<file path="src/rtl/ccgr_pkg.sv">
// Contract
// - reference wake bit keeps it running in power-down
// - reference enable bit; disabled holds stop-state level
// - indices 4, 8, 9 are reserved, no function
// - index 5 read-only revision and vendor codes
// - index 6 read-only device class and identifier
// - five-bit read length, resets to 8, writable
// - divider programming enable, variant-dependent reset value
// - retain bit clear: power-down restores defaults
// - stop-state field picks disabled differential levels
// - index 12 holds four two-bit impedance selectors
// - impedance reset value depends on device variant
// - soft enable low overrides pin, forces stop state
// - block read sends count, then consecutive bytes
package ccgr_pkg;

  // ****************************************
  // register indices
  // ****************************************
  localparam logic [7:0] OFF_REF_CTRL = 8'h03;
  localparam logic [7:0] OFF_RSVD_4 = 8'h04;
  localparam logic [7:0] OFF_REV_VENDOR = 8'h05;
  localparam logic [7:0] OFF_CLASS_ID = 8'h06;
  localparam logic [7:0] OFF_READ_LEN = 8'h07;
  localparam logic [7:0] OFF_RSVD_8 = 8'h08;
  localparam logic [7:0] OFF_RSVD_9 = 8'h09;
  localparam logic [7:0] OFF_DIV_RETAIN = 8'h0A;
  localparam logic [7:0] OFF_STOP_STATE = 8'h0B;
  localparam logic [7:0] OFF_IMPEDANCE = 8'h0C;

  // ****************************************
  // field positions
  // ****************************************
  localparam int REF_SLEW_LSB = 6;
  localparam int REF_WAKE_BIT = 5;
  localparam int REF_EN_BIT = 4;
  localparam int DIV_EN_BIT = 7;
  localparam int RETAIN_BIT = 6;
  localparam int READ_LEN_W = 5;

  // ****************************************
  // reset values
  // ****************************************
  localparam logic [1:0] REF_SLEW_RST = 2'h1;
  localparam logic REF_WAKE_RST = 1'h0;
  localparam logic REF_EN_RST = 1'h1;
  localparam logic [4:0] READ_LEN_RST = 5'h08;
  localparam logic DIV_EN_RST = 1'h0;
  localparam logic DIV_EN_FACTORY_RST = 1'h1;
  localparam logic RETAIN_RST = 1'h1;
  localparam logic [1:0] STOP_RST = 2'h0;
  localparam logic [7:0] IMP_100_RST = 8'hAA;
  localparam logic [7:0] IMP_85_RST = 8'h55;

  // ****************************************
  // stop-state encodings
  // ****************************************
  localparam logic [1:0] STOP_LOW = 2'h0;
  localparam logic [1:0] STOP_HIZ = 2'h1;
  localparam logic [1:0] STOP_HI_LO = 2'h2;
  localparam logic [1:0] STOP_LO_HI = 2'h3;

  // ****************************************
  // serial bus
  // ****************************************
  localparam logic [6:0] SLAVE_ADDR_BASE = 7'h68;
  localparam logic [3:0] BITS_PER_BYTE = 4'h8;

endpackage

</file>
<file path="src/rtl/ccgr_busedge.sv">
`timescale 1ns/100ps
module ccgr_busedge (
  input wire logic core_clk, // system clock
  input wire logic reset_n, // async reset, active low
  input wire logic scl_in, // serial clock pin level
  input wire logic sda_in, // serial data pin level
  output logic sda_level, // registered data level
  output logic scl_rise, // clock rising edge pulse
  output logic scl_fall, // clock falling edge pulse
  output logic start_det, // start or repeated start pulse
  output logic stop_det // stop condition pulse
);

  logic scl_q;
  logic scl_prev_q;
  logic sda_q;
  logic sda_prev_q;

  // sample pins, idle bus reads high
  always_ff @(posedge core_clk or negedge reset_n) begin
    if (!reset_n) begin
      scl_q <= 1'b1;
      scl_prev_q <= 1'b1;
      sda_q <= 1'b1;
      sda_prev_q <= 1'b1;
    end else begin
      scl_q <= scl_in;
      scl_prev_q <= scl_q;
      sda_q <= sda_in;
      sda_prev_q <= sda_q;
    end
  end

  // edge and bus condition decode
  assign sda_level = sda_q;
  assign scl_rise = scl_q & ~scl_prev_q;
  assign scl_fall = ~scl_q & scl_prev_q;
  assign start_det = scl_q & scl_prev_q & sda_prev_q & ~sda_q;
  assign stop_det = scl_q & scl_prev_q & ~sda_prev_q & sda_q;

endmodule

</file>
<file path="src/rtl/ccgr_outctl.sv">
`timescale 1ns/100ps
module ccgr_outctl #(
  parameter int NUM_OUT = 4
) (
  input wire logic core_clk, // system clock
  input wire logic reset_n, // async reset, active low
  input wire logic powerdown, // device power-down level
  input wire logic ref_enable, // reference soft enable
  input wire logic ref_wake, // reference runs in power-down
  input wire logic [1:0] stop_sel, // disabled output state
  input wire logic [NUM_OUT-1:0] soft_en, // per-output soft enables
  input wire logic [NUM_OUT-1:0] pin_en_n, // per-output enable pins, low on
  output logic ref_clk_run, // reference clock passes
  output logic ref_hold_level, // reference held level
  output logic ref_hold_hiz, // reference held floating
  output logic [NUM_OUT-1:0] dif_run, // differential outputs running
  output logic dif_stop_true, // stopped true leg level
  output logic dif_stop_comp, // stopped complement leg level
  output logic dif_stop_hiz // stopped legs floating
);

  // ****************************************
  // reference output
  // ****************************************
  // gate and held state of the reference
  always_ff @(posedge core_clk or negedge reset_n) begin
    if (!reset_n) begin
      ref_clk_run <= 1'b0;
      ref_hold_level <= 1'b0;
      ref_hold_hiz <= 1'b0;
    end else begin
      ref_clk_run <= ref_enable & (~powerdown | ref_wake);
      ref_hold_level <= (stop_sel == ccgr_pkg::STOP_LO_HI);
      ref_hold_hiz <= (stop_sel == ccgr_pkg::STOP_HIZ);
    end
  end

  // ****************************************
  // differential outputs
  // ****************************************
  // soft enable low beats the pin
  always_ff @(posedge core_clk or negedge reset_n) begin
    if (!reset_n) begin
      dif_run <= '0;
    end else begin
      dif_run <= soft_en & ~pin_en_n & {NUM_OUT{~powerdown}};
    end
  end

  // leg levels while stopped
  always_ff @(posedge core_clk or negedge reset_n) begin
    if (!reset_n) begin
      dif_stop_true <= 1'b0;
      dif_stop_comp <= 1'b0;
      dif_stop_hiz <= 1'b0;
    end else begin
      dif_stop_true <= (stop_sel == ccgr_pkg::STOP_HI_LO);
      dif_stop_comp <= (stop_sel == ccgr_pkg::STOP_LO_HI);
      dif_stop_hiz <= (stop_sel == ccgr_pkg::STOP_HIZ);
    end
  end
endmodule

</file>
<file path="src/rtl/ccgr_top.sv">
`timescale 1ns/100ps
module ccgr_top #(
  parameter int NUM_OUT = 4,
  parameter logic [7:0] IMP_RESET = ccgr_pkg::IMP_100_RST, // 85-ohm part: IMP_85_RST
  parameter logic DIV_EN_RESET = ccgr_pkg::DIV_EN_RST, // factory part: DIV_EN_FACTORY_RST
  parameter logic [3:0] REVISION = 4'h3, // arbitrary value
  parameter logic [3:0] VENDOR = 4'h5, // arbitrary value
  parameter logic [1:0] DEV_CLASS = 2'h2, // arbitrary value
  parameter logic [5:0] DEV_ID = 6'h15 // arbitrary value
) (
  input wire logic core_clk, // system clock
  input wire logic reset_n, // async reset, active low
  input wire logic smb_clk_in, // serial clock pin
  input wire logic smb_data_in, // serial data pin level
  output logic smb_data_out, // serial data drive value
  output logic smb_data_oe, // serial data pull-low enable
  input wire logic addr_sel, // slave address select strap
  input wire logic powerdown, // power-down level, high active
  input wire logic [NUM_OUT-1:0] out_soft_enable, // per-output soft enables
  input wire logic [NUM_OUT-1:0] out_enable_pin_n, // per-output enable pins
  output logic ref_clk_run, // reference clock passes
  output logic ref_hold_level, // reference held level
  output logic ref_hold_hiz, // reference held floating
  output logic [1:0] ref_slew_sel, // reference slew select
  output logic [NUM_OUT-1:0] dif_run, // differential outputs running
  output logic dif_stop_true, // stopped true leg level
  output logic dif_stop_comp, // stopped complement leg level
  output logic dif_stop_hiz, // stopped legs floating
  output logic divider_prog_enable, // divider programming allowed
  output logic [7:0] out_impedance_sel // impedance, two bits per output
);

  typedef enum logic [2:0] {
    S_IDLE, S_ADDR, S_INDEX, S_COUNT, S_WDATA, S_ACK, S_RDATA, S_RACK
  } ccgr_state_e;

  ccgr_state_e state_q;
  ccgr_state_e ack_next_q;
  logic [3:0] cnt_q;
  logic [7:0] shreg_q;
  logic [7:0] tx_q;
  logic [7:0] index_q;
  logic [7:0] wr_left_q;
  logic [7:0] wr_data_q;
  logic wr_pend_q;
  logic first_q;
  logic mack_q;
  logic sda_drv_q;
  logic sda_out_q;
  logic ref_wake_q;
  logic ref_en_q;
  logic [4:0] read_len_q;
  logic retain_q;
  logic [1:0] stop_sel_q;
  logic sda_level;
  logic scl_rise;
  logic scl_fall;
  logic start_det;
  logic stop_det;
  logic [6:0] my_addr;
  logic [7:0] load_byte;
  logic wr_fire;
  logic pd_clear;

  // ****************************************
  // register read map
  // ****************************************
  // reserved and unmapped indices read zero
  function automatic logic [7:0] reg_rd(input logic [7:0] idx);
    logic [7:0] v;
    v = 8'h00;
    case (idx)
      ccgr_pkg::OFF_REF_CTRL: v = {ref_slew_sel, ref_wake_q, ref_en_q, 4'h0};
      ccgr_pkg::OFF_REV_VENDOR: v = {REVISION, VENDOR};
      ccgr_pkg::OFF_CLASS_ID: v = {DEV_CLASS, DEV_ID};
      ccgr_pkg::OFF_READ_LEN: v = {3'h0, read_len_q};
      ccgr_pkg::OFF_DIV_RETAIN: v = {divider_prog_enable, retain_q, 6'h00};
      ccgr_pkg::OFF_STOP_STATE: v = {6'h00, stop_sel_q};
      ccgr_pkg::OFF_IMPEDANCE: v = out_impedance_sel;
      default: v = 8'h00;
    endcase
    return v;
  endfunction

  // ****************************************
  // bus pin edges
  // ****************************************
  ccgr_busedge u_edge (
    .core_clk(core_clk),
    .reset_n(reset_n),
    .scl_in(smb_clk_in),
    .sda_in(smb_data_in),
    .sda_level(sda_level),
    .scl_rise(scl_rise),
    .scl_fall(scl_fall),
    .start_det(start_det),
    .stop_det(stop_det)
  );

  // address from base and strap, next read byte
  assign my_addr = {ccgr_pkg::SLAVE_ADDR_BASE[6:2], addr_sel, ccgr_pkg::SLAVE_ADDR_BASE[0]};
  assign load_byte = first_q ? {3'h0, read_len_q} : reg_rd(index_q);
  assign wr_fire = (state_q == S_ACK) && scl_fall && wr_pend_q;
  assign pd_clear = powerdown && !retain_q;

  // ****************************************
  // serial slave sequencer
  // ****************************************
  // byte framing, acknowledge and read shifting
  always_ff @(posedge core_clk or negedge reset_n) begin
    if (!reset_n) begin
      state_q <= S_IDLE;
      ack_next_q <= S_IDLE;
      cnt_q <= 4'h0;
      shreg_q <= 8'h00;
      tx_q <= 8'h00;
      index_q <= 8'h00;
      wr_left_q <= 8'h00;
      wr_data_q <= 8'h00;
      wr_pend_q <= 1'b0;
      first_q <= 1'b0;
      mack_q <= 1'b0;
      sda_drv_q <= 1'b0;
    end else if (stop_det) begin
      state_q <= S_IDLE;
      sda_drv_q <= 1'b0;
      wr_pend_q <= 1'b0;
    end else if (start_det) begin
      state_q <= S_ADDR;
      cnt_q <= 4'h0;
      sda_drv_q <= 1'b0;
      wr_pend_q <= 1'b0;
    end else begin
      case (state_q)
        S_ADDR, S_INDEX, S_COUNT, S_WDATA: begin
          if (scl_rise) begin
            shreg_q <= {shreg_q[6:0], sda_level};
            cnt_q <= cnt_q + 4'h1;
          end else if (scl_fall && cnt_q == ccgr_pkg::BITS_PER_BYTE) begin
            cnt_q <= 4'h0;
            state_q <= S_ACK;
            sda_drv_q <= 1'b1;
            if (state_q == S_ADDR) begin
              if (shreg_q[7:1] != my_addr) begin
                state_q <= S_IDLE;
                sda_drv_q <= 1'b0;
              end else if (shreg_q[0]) begin
                ack_next_q <= S_RDATA;
                first_q <= 1'b1;
              end else begin
                ack_next_q <= S_INDEX;
              end
            end else if (state_q == S_INDEX) begin
              index_q <= shreg_q;
              ack_next_q <= S_COUNT;
            end else if (state_q == S_COUNT) begin
              wr_left_q <= shreg_q;
              ack_next_q <= S_WDATA;
            end else if (wr_left_q == 8'h00) begin
              state_q <= S_IDLE;
              sda_drv_q <= 1'b0;
            end else begin
              wr_pend_q <= 1'b1;
              wr_data_q <= shreg_q;
              wr_left_q <= wr_left_q - 8'h01;
              ack_next_q <= S_WDATA;
            end
          end
        end
        S_ACK: begin
          if (scl_fall) begin
            sda_drv_q <= 1'b0;
            wr_pend_q <= 1'b0;
            state_q <= ack_next_q;
            if (wr_pend_q) begin
              index_q <= index_q + 8'h01;
            end
            if (ack_next_q == S_RDATA) begin
              tx_q <= load_byte;
              sda_drv_q <= ~load_byte[7];
              first_q <= 1'b0;
              if (!first_q) begin
                index_q <= index_q + 8'h01;
              end
            end
          end
        end
        S_RDATA: begin
          if (scl_rise) begin
            cnt_q <= cnt_q + 4'h1;
          end else if (scl_fall) begin
            if (cnt_q == ccgr_pkg::BITS_PER_BYTE) begin
              cnt_q <= 4'h0;
              sda_drv_q <= 1'b0;
              state_q <= S_RACK;
            end else begin
              tx_q <= {tx_q[6:0], 1'b0};
              sda_drv_q <= ~tx_q[6];
            end
          end
        end
        S_RACK: begin
          if (scl_rise) begin
            mack_q <= ~sda_level;
          end else if (scl_fall) begin
            if (mack_q) begin
              state_q <= S_RDATA;
              tx_q <= load_byte;
              sda_drv_q <= ~load_byte[7];
              first_q <= 1'b0;
              if (!first_q) begin
                index_q <= index_q + 8'h01;
              end
            end else begin
              state_q <= S_IDLE;
            end
          end
        end
        default: begin
          sda_drv_q <= 1'b0;
        end
      endcase
    end
  end

  // open-drain data: only ever pulls low
  always_ff @(posedge core_clk or negedge reset_n) begin
    if (!reset_n) begin
      sda_out_q <= 1'b0;
    end else begin
      sda_out_q <= 1'b0;
    end
  end

  assign smb_data_oe = sda_drv_q;
  assign smb_data_out = sda_out_q;

  // ****************************************
  // configuration registers
  // ****************************************
  // written at the end of the acknowledge clock
  always_ff @(posedge core_clk or negedge reset_n) begin
    if (!reset_n) begin
      ref_slew_sel <= ccgr_pkg::REF_SLEW_RST;
      ref_wake_q <= ccgr_pkg::REF_WAKE_RST;
      ref_en_q <= ccgr_pkg::REF_EN_RST;
      read_len_q <= ccgr_pkg::READ_LEN_RST;
      divider_prog_enable <= DIV_EN_RESET;
      retain_q <= ccgr_pkg::RETAIN_RST;
      stop_sel_q <= ccgr_pkg::STOP_RST;
      out_impedance_sel <= IMP_RESET;
    end else if (pd_clear) begin
      ref_slew_sel <= ccgr_pkg::REF_SLEW_RST;
      ref_wake_q <= ccgr_pkg::REF_WAKE_RST;
      ref_en_q <= ccgr_pkg::REF_EN_RST;
      read_len_q <= ccgr_pkg::READ_LEN_RST;
      divider_prog_enable <= DIV_EN_RESET;
      retain_q <= ccgr_pkg::RETAIN_RST;
      stop_sel_q <= ccgr_pkg::STOP_RST;
      out_impedance_sel <= IMP_RESET;
    end else if (wr_fire) begin
      case (index_q)
        ccgr_pkg::OFF_REF_CTRL: begin
          ref_slew_sel <= wr_data_q[ccgr_pkg::REF_SLEW_LSB +: 2];
          ref_wake_q <= wr_data_q[ccgr_pkg::REF_WAKE_BIT];
          ref_en_q <= wr_data_q[ccgr_pkg::REF_EN_BIT];
        end
        ccgr_pkg::OFF_READ_LEN: begin
          read_len_q <= wr_data_q[ccgr_pkg::READ_LEN_W-1:0];
        end
        ccgr_pkg::OFF_DIV_RETAIN: begin
          divider_prog_enable <= wr_data_q[ccgr_pkg::DIV_EN_BIT];
          retain_q <= wr_data_q[ccgr_pkg::RETAIN_BIT];
        end
        ccgr_pkg::OFF_STOP_STATE: begin
          stop_sel_q <= wr_data_q[1:0];
        end
        ccgr_pkg::OFF_IMPEDANCE: begin
          out_impedance_sel <= wr_data_q;
        end
        default: begin
          read_len_q <= read_len_q;
        end
      endcase
    end
  end

  // ****************************************
  // output control
  // ****************************************
  ccgr_outctl #(
    .NUM_OUT(NUM_OUT)
  ) u_outctl (
    .core_clk(core_clk),
    .reset_n(reset_n),
    .powerdown(powerdown),
    .ref_enable(ref_en_q),
    .ref_wake(ref_wake_q),
    .stop_sel(stop_sel_q),
    .soft_en(out_soft_enable),
    .pin_en_n(out_enable_pin_n),
    .ref_clk_run(ref_clk_run),
    .ref_hold_level(ref_hold_level),
    .ref_hold_hiz(ref_hold_hiz),
    .dif_run(dif_run),
    .dif_stop_true(dif_stop_true),
    .dif_stop_comp(dif_stop_comp),
    .dif_stop_hiz(dif_stop_hiz)
  );
endmodule

</file>
<file path="config.mk">
export PLATFORM = sky130hd
export DESIGN_NAME = ccgr_top
export DESIGN_NICKNAME = d
export VERILOG_FILES = /design/src/rtl/ccgr_pkg.sv /design/src/rtl/ccgr_busedge.sv /design/src/rtl/ccgr_outctl.sv /design/src/rtl/ccgr_top.sv
export SDC_FILE = /design/constraint.sdc
export NUM_CORES = 1
export LEC_CHECK = 0
export BUFFER_PORTS_ARGS = -buffer_cell sky130_fd_sc_hd__clkbuf_2
export CAP_MARGIN = 20
export CORE_MARGIN = 2
export CORE_UTILIZATION = 60
export CTS_CLUSTER_SIZE = 25
export DETAILED_ROUTE_END_ITERATION = 8
export HOLD_SLACK_MARGIN = 0.15
export PLACE_DENSITY = 0.8
export SETUP_SLACK_MARGIN = 0.15
export SYNTH_ARGS = -nofsm -noshare
export SYNTH_HDL_FRONTEND = slang
export SYNTH_SLANG_ARGS = --single-unit
</file>
<file path="constraint.sdc">
create_clock -name core_clk -period 2.7 [get_ports core_clk]
set_input_delay 0.27 -clock core_clk [delete_from_list [all_inputs] [get_ports core_clk]]
set_output_delay 0.27 -clock core_clk [all_outputs]
set_load 0.02 [all_outputs]
</file>
==> summary.txt, run 1 <==
Synth
  • Flops & latches, synth: 86
  • Post-synth top area share: 38.5%
  • Avg Cell Area, Syn: 9.47 um2
  • Post-Syn Area: 0.00481 mm2
  • FFs w/ async S/R, synth: 100%
  • Post-Syn Nets: 533
  • Cells after synthesis: 508
  • Cell taking the most area after synthesis: dfrtp_1
  • Netlist cell types: 70
  • Synth area leaders: dfrtp_1 38%, dfstp_2 6.6%, mux2_2 4.4%, o21ai_0 3.7%, nand2_1 3.7%
  • Number of synthesized flops with an enable pin: 0
  • Most used DFF post-synth: dfrtp_1
  • Yosys warning count: 0
  • Post-synthesis sequential area ratio: 45.0%

Global route
  • First-pass GRT wire length: 20100 um
  • GRT busiest layer: met2
  • Vias in the first global route: 4025
  • Met1 usage: 41.5%
  • M3 GR Usage: 5.72%
  • Tot GR Track Use: 29.1%
  • Met2 Track Usage GR: 45.6%
  • Initial antenna violation count: 0
  • Largest net degree at the start of global routing: 87
  • Total congestion overflow: 0

Detailed routing
  • Drt via density: 6.28
  • Final wirelength: 12100 um
  • # DRC: 0
  • Via count: 4139
  • 1st-pass router iterations: 5
  • WL per Instance: 18.3 um
  • Antenna-violating nets left: 0
  • Initial DRC count: 295

Min path
  • Hold Path End: u_outctl.ref_clk_run
  • HP Start: powerdown
  • Worst Hold Path Cells: 2
  • Min-Delay Path Class: primary input to flip-flop

STA
  • Slew margin rel.: 31.1%
  • Setup TNS: 0 ns
  • # setup viols final: 0
  • Worst-Margin Slew: 1.03 ns
  • Final Max Tran Viols: 0
  • Max Clk Rate: 407 MHz
  • Clk_skew: 0.00968 ns
  • Final critical-path share of the clock period: 91.1%
  • Minimum clock period: 2.46 ns
  • Endpoints failing hold: 0
  • Fin worst setup slack: 0.241 ns
  • Min Hold Slack: 0.234 ns
  • RSZ-0062 raised after global routing: false

Setup path
  • Reg2reg start: u_edge.scl_prev_q
  • Critical Path RT: 2.91 ns
  • Crit path max fanout: 11
  • Worst r2r dst: ref_slew_sel[1]
  • Startpoint types: flip-flop
  • Max incr delay on CP: 0.55 ns
  • Setup crit end kind: flip-flop
  • Critical path class: flip-flop to flip-flop
  • Critical Path Slowest Stage Cell: dfstp_2
  • Reg2reg path depth: 6
  • Arrival @ worst endpoint: 2.67 ns
  • Critical-path cell list: ha_1, nand4b_1, nor3_2, and3_1, mux2i_1, nor2_1
  • Worst reg-to-reg setup slack: 0.24 ns

Placement
  • Final HPWL DP: 8240 um
  • GPL Wtd Cong: 0.932
  • Buffers on Ports: 35
  • Worst slack, placed: 0.338 ns
  • Placed cells: 632

Final layout
  • Area Growth Syn to Fin: 12.5%
  • Area of the multi-input gates: 0.00243 mm2
  • Finished Layout Cells: 659
  • Fill cells: 623
  • Antenna Cells: 0
  • Commonest cells after routing, fill and taps aside: 74 x dfrtp_1, 47 x nand2_1, 40 x nor2_1
  • Share of layout cells above drive strength 1: 19.6%
  • Register Area: 0.00217 mm2
  • Final Net Count: 577
  • Commonest non-fill, non-tap cell in the layout: dfrtp_1

Outcome
  • Outcome: finished, final reports clean

Clock network
  • # H-tree levels: 3
  • Worst-path clk slew: 0.08 ns
  • CTS tree: yes
  • Root buffer cell: clkbuf_8
  • Clock Tree Buf Depth: 2
  • Worst skew pair latency: 0.37 ns
  • CTS sink count: 86
  • TritonCTS buffer count: 9
  • Setup Fix Bufs, Post-CTS: 0

Floorplanning
  • Starting density of the core: 61.9%
  • Die footprint: 0.00875 mm2
  • Die Height: 93.5 um
  • Core area: 0.00777 mm2
  • Die width: 93.5 um
  • Io pins: 37
  • # rows: 32

Pwr
  • Total Power: 3.43 mW
  • Max VDD drop: 413 uV
  • P_leak: 2.45 nW
  • PD cells: 633 mW/mm2

Flow run
  • Max cap viols: 0
[state kept, by name (all words and copies together), names as in the netlist, 2 cells and up]
| name | cells |
|---|---|
| state_q | 3 |
| u_outctl.dif_run | 4 |
| out_impedance_sel | 8 |
| ref_slew_sel | 2 |
| wr_data_q | 8 |
| stop_sel_q | 2 |
| ack_next_q | 3 |
| tx_q | 7 |
| index_q | 8 |
| shreg_q | 8 |
| wr_left_q | 8 |
| read_len_q | 5 |
| cnt_q | 4 |
[through the flow]
step | utilization (%) | area, um2
final | 69.7 | 5410
after global routing | 69.7 | 5410
after CTS | 69.6 | 5410
after detailed placement | 65.6 | 5100
after global placement | 65.6 | 5100
after floorplan | - | 4810
[cells by family (layout without fill, tap and decap cells)]
logic type,Yosys count,in the layout,share of synthesized area (%)
other,1,1,0.0779
AND/OR/NAND/NOR,188,188,20.4
AO/OA/AOI/OAI,135,135,18.4
adder cells (fa/ha/maj),11,11,2.86
flip-flops,86,86,45.0
XOR/XNOR,6,6,1.25
multiplexers,33,33,7.36
buffers and inverters,48,97,4.53
[layer usage]
| metal | wire, um | vias up |
|---|---|---|
| met3 | 707 | 17 |
| met2 | 5650 | 142 |
| met5 | 0 | - |
| met4 | 172 | 0 |
| met1 | 5540 | 2032 |
| li1 | - | 1948 |
[critical path, delay by kind of cell, from the launching register on]
kind / cells / cell delay (ns)
adders and majority gates: 1 / 0.37
and+or+nand+nor: 4 / 1.14
DFF: 1 / 0.55
muxes: 1 / 0.23
[layout make-up]
type                    instances  share of cell area [%]
repair buffers                 61                    7.63
inverters                      20                    1.39
well taps                     102                    2.36
clock buffers                  12                    2.68
multi-input cells             374                    44.9
clock inverters                 4                    1.02
flip-flops and latches         86                    40.0
[how the worst max path moves through the flow]
stage / startpoint / to / slack [ns]
after CTS: u_edge.scl_prev_q / ref_slew_sel[1] / 0.29
after detailed placement: u_edge.scl_prev_q / ref_slew_sel[1] / 0.34
final: u_edge.scl_prev_q / ref_slew_sel[1] / 0.24
after global routing: u_edge.scl_prev_q / ref_slew_sel[1] / 0.16
after floorplan: u_edge.scl_prev_q / tx_q[1] / 0.50
after global placement: u_edge.scl_prev_q / ref_wake_q / 0.37
[timing repair]
action	4_1_cts	5_1_grt
hold buffers	11	0
gates resized for setup	0	1
endpoints found under the hold margin	80	0
setup endpoints to repair	0	7
[synth_stat cells (all sizes together) (4+ instances only)]
library cell / count
o21ai: 37
nand4b: 4
ha: 11
a211oi: 8
and3: 5
nor2b: 11
clkbuf: 16
nand3: 29
nor3: 12
buf: 12
nor3b: 7
inv: 19
a21oi: 32
a22oi: 7
dfrtp: 74
mux2i: 14
nand2: 47
o211ai: 5
a22o: 5
nand4: 4
mux2: 19
o22ai: 5
nor2: 40
dfstp: 12
a31oi: 7
a32oi: 5
[report_power, final]
group	leakage (nW)	internal, mW	switching [mW]
clock network	0.0972	0.459	0.469
registers	1.10	1.42	0.218
logic	1.25	0.370	0.496
total	2.45	2.24	1.18
Power figures use the tool's default switching activity.
==> run 2, diff against run 1 <==
--- a/config.mk
+++ b/config.mk
@@ -7,7 +7,7 @@
 export LEC_CHECK = 0
 export BUFFER_PORTS_ARGS = -buffer_cell sky130_fd_sc_hd__clkbuf_2
 export CAP_MARGIN = 20
-export CORE_MARGIN = 2
+export CORE_MARGIN = 3
 export CORE_UTILIZATION = 60
 export CTS_CLUSTER_SIZE = 25
 export DETAILED_ROUTE_END_ITERATION = 8
==> constraint.sdc (replaced) <==
create_clock -name core_clk -period 2.4 [get_ports core_clk]
set_input_delay 0.24 -clock core_clk [delete_from_list [all_inputs] [get_ports core_clk]]
set_output_delay 0.24 -clock core_clk [all_outputs]
set_load 0.02 [all_outputs]
==> summary.txt, run 2 (synthesis gave the netlist of run 1 again) <==
STA
  • Endpoints failing hold: 0
  • Max Clk Rate: 458 MHz
  • # setup viols final: 0
  • Final critical-path share of the clock period: 91.0%
  • Final Max Tran Viols: 0
  • Slew margin rel.: 62.9%
  • Clk_skew: 0.0135 ns
  • Minimum clock period: 2.18 ns
  • Worst-Margin Slew: 0.550 ns
  • RSZ-0062 raised after global routing: true
  • Setup TNS: 0 ns

Floorplanning
  • Core area: 0.00777 mm2
  • # rows: 32
  • Io pins: 37
  • Die width: 95.5 um
  • Starting density of the core: 61.9%
  • Die Height: 95.5 um
  • Die footprint: 0.00913 mm2

Global route
  • Initial antenna violation count: 0
  • Total congestion overflow: 0
  • Vias in the first global route: 4086
  • Largest net degree at the start of global routing: 56
  • Tot GR Track Use: 29.5%
  • First-pass GRT wire length: 20700 um

Clock network
  • # H-tree levels: 3
  • TritonCTS buffer count: 9
  • CTS tree: yes
  • Worst-path clk slew: 0.08 ns
  • Root buffer cell: clkbuf_8
  • CTS sink count: 86
  • Clock Tree Buf Depth: 2
  • Worst skew pair latency: 0.37 ns

Detailed routing
  • Antenna-violating nets left: 0
  • # DRC: 0
  • WL per Instance: 18.7 um
  • 1st-pass router iterations: 5
  • Via count: 4277
  • Drt via density: 6.38
  • Initial DRC count: 338
  • Final wirelength: 12600 um

Min path
  • Min-Delay Path Class: primary input to flip-flop
  • HP Start: powerdown

Flow run
  • Max cap viols: 0

Pwr
  • P_leak: 2.49 nW
  • Max VDD drop: 459 uV
  • PD cells: 686 mW/mm2

Setup path
  • Crit path max fanout: 12
  • Reg2reg start: u_edge.scl_prev_q
  • Critical Path Slowest Stage Cell: or4_4
  • Max incr delay on CP: 0.64 ns
  • Arrival @ worst endpoint: 2.49 ns
  • Setup crit end kind: flip-flop
  • Critical Path RT: 2.71 ns
  • Critical-path cell list: ha_2, and4b_1, a211oi_1, or4_4, nor2_2, a221o_1
  • Critical path class: flip-flop to flip-flop
  • Worst Setup SP: u_edge.scl_prev_q
  • Startpoint types: flip-flop

Placement
  • Final HPWL DP: 8960 um
  • GPL Wtd Cong: 0.979
  • Buffers on Ports: 35

Final layout
  • Area Growth Syn to Fin: 14.6%
  • Commonest cells after routing, fill and taps aside: 74 x dfrtp_1, 46 x nand2_1, 38 x nor2_1
  • Share of layout cells above drive strength 1: 22.7%
  • Commonest non-fill, non-tap cell in the layout: dfrtp_1
  • Utilization after layout: 71.0%
  • Fill cells: 595
  • Antenna Cells: 0
  • Final Net Count: 588

Outcome
  • Outcome: finished, final reports clean
## run 2: cell types whose count changed in the layout (fill, tap and decap cells not counted), moves of 2 or more
cell | before | now
nor2_2 | 0 | 2
buf_4 | 15 | 26
clkinvlp_4 | 1 | 3
nor2_1 | 40 | 38
## run 2: routing by layer
| metal | share of wire, % | track usage [%] | up-vias |
|---|---|---|---|
| met4 | 1.9 | 8.41 | 0 |
| met2 | 48 | 47.5 | 172 |
| met5 | 0 | 0 | - |
| met3 | 6.3 | 6.55 | 25 |
| met1 | 44 | 40.0 | 2116 |
| li1 | - | - | 1964 |
## run 2: final cells by class
cell class | count | area [um2] | area share [%]
clock buffers | 11 | 141 | 2.57
flip-flops and latches | 86 | 2170 | 39.3
inverters | 20 | 75.1 | 1.36
well taps | 102 | 128 | 2.32
clock inverters | 5 | 36.3 | 0.658
repair buffers | 72 | 495 | 8.99
multi-input cells | 374 | 2470 | 44.8
## run 2: worst paths after layout
| path | end | slack [ns] | depth (start not counted) |
|---|---|---|---|
| worst max-delay path | smb_data_oe | 0.22 | 6 |
| worst min-delay path | u_outctl.ref_clk_run | 0.20 | 2 |
| worst max register to register | smb_data_oe | 0.22 | 6 |
| worst min register to register | u_edge.scl_prev_q | 0.40 | 0 |
| max in group asynchronous | ref_en_q | 1.36 | 3 |
| min in group asynchronous | tx_q[2] | 0.35 | 2 |
## run 2: what timing repair did
action | in CTS | in global routing
endpoints found under the hold margin | 36 | 0
endpoints found under the setup margin | 9 | 56
pin swaps | 0 | 1
setup buffers | 1 | 0
hold buffers | 11 | 0
gates resized for setup | 2 | 10
## run 2: per-stage QoR
step / setup slack [ns] / power [mW] / instance area [um2] / hold WS [ns] / cells
floorplan: 0.196 / 2.49 / 4810 / -0.0556 / 508
global placement: 0.192 / 2.77 / 5170 / 0.206 / 642
detailed placement: 0.0927 / 2.81 / 5170 / 0.211 / 642
CTS: 0.201 / 3.76 / 5480 / 0.184 / 670
global route: 0.129 / 3.98 / 5510 / 0.219 / 670
finish: 0.216 / 3.78 / 5510 / 0.204 / 670
## run 2: critical path, delay by kind of cell (launching register included)
kind | cells | cell delay (ns)
flip-flops | 1 | 0.56
AND/OR/NAND/NOR | 3 | 1.07
AO/OA/AOI/OAI | 2 | 0.24
adder cells (fa/ha/maj) | 1 | 0.26
## run 2: power by group
group / total (mW) / switching (mW) / internal, mW
clock network: 0.938 / 0.534 / 0.404
registers: 1.83 / 0.238 / 1.59
logic: 1.01 / 0.587 / 0.428
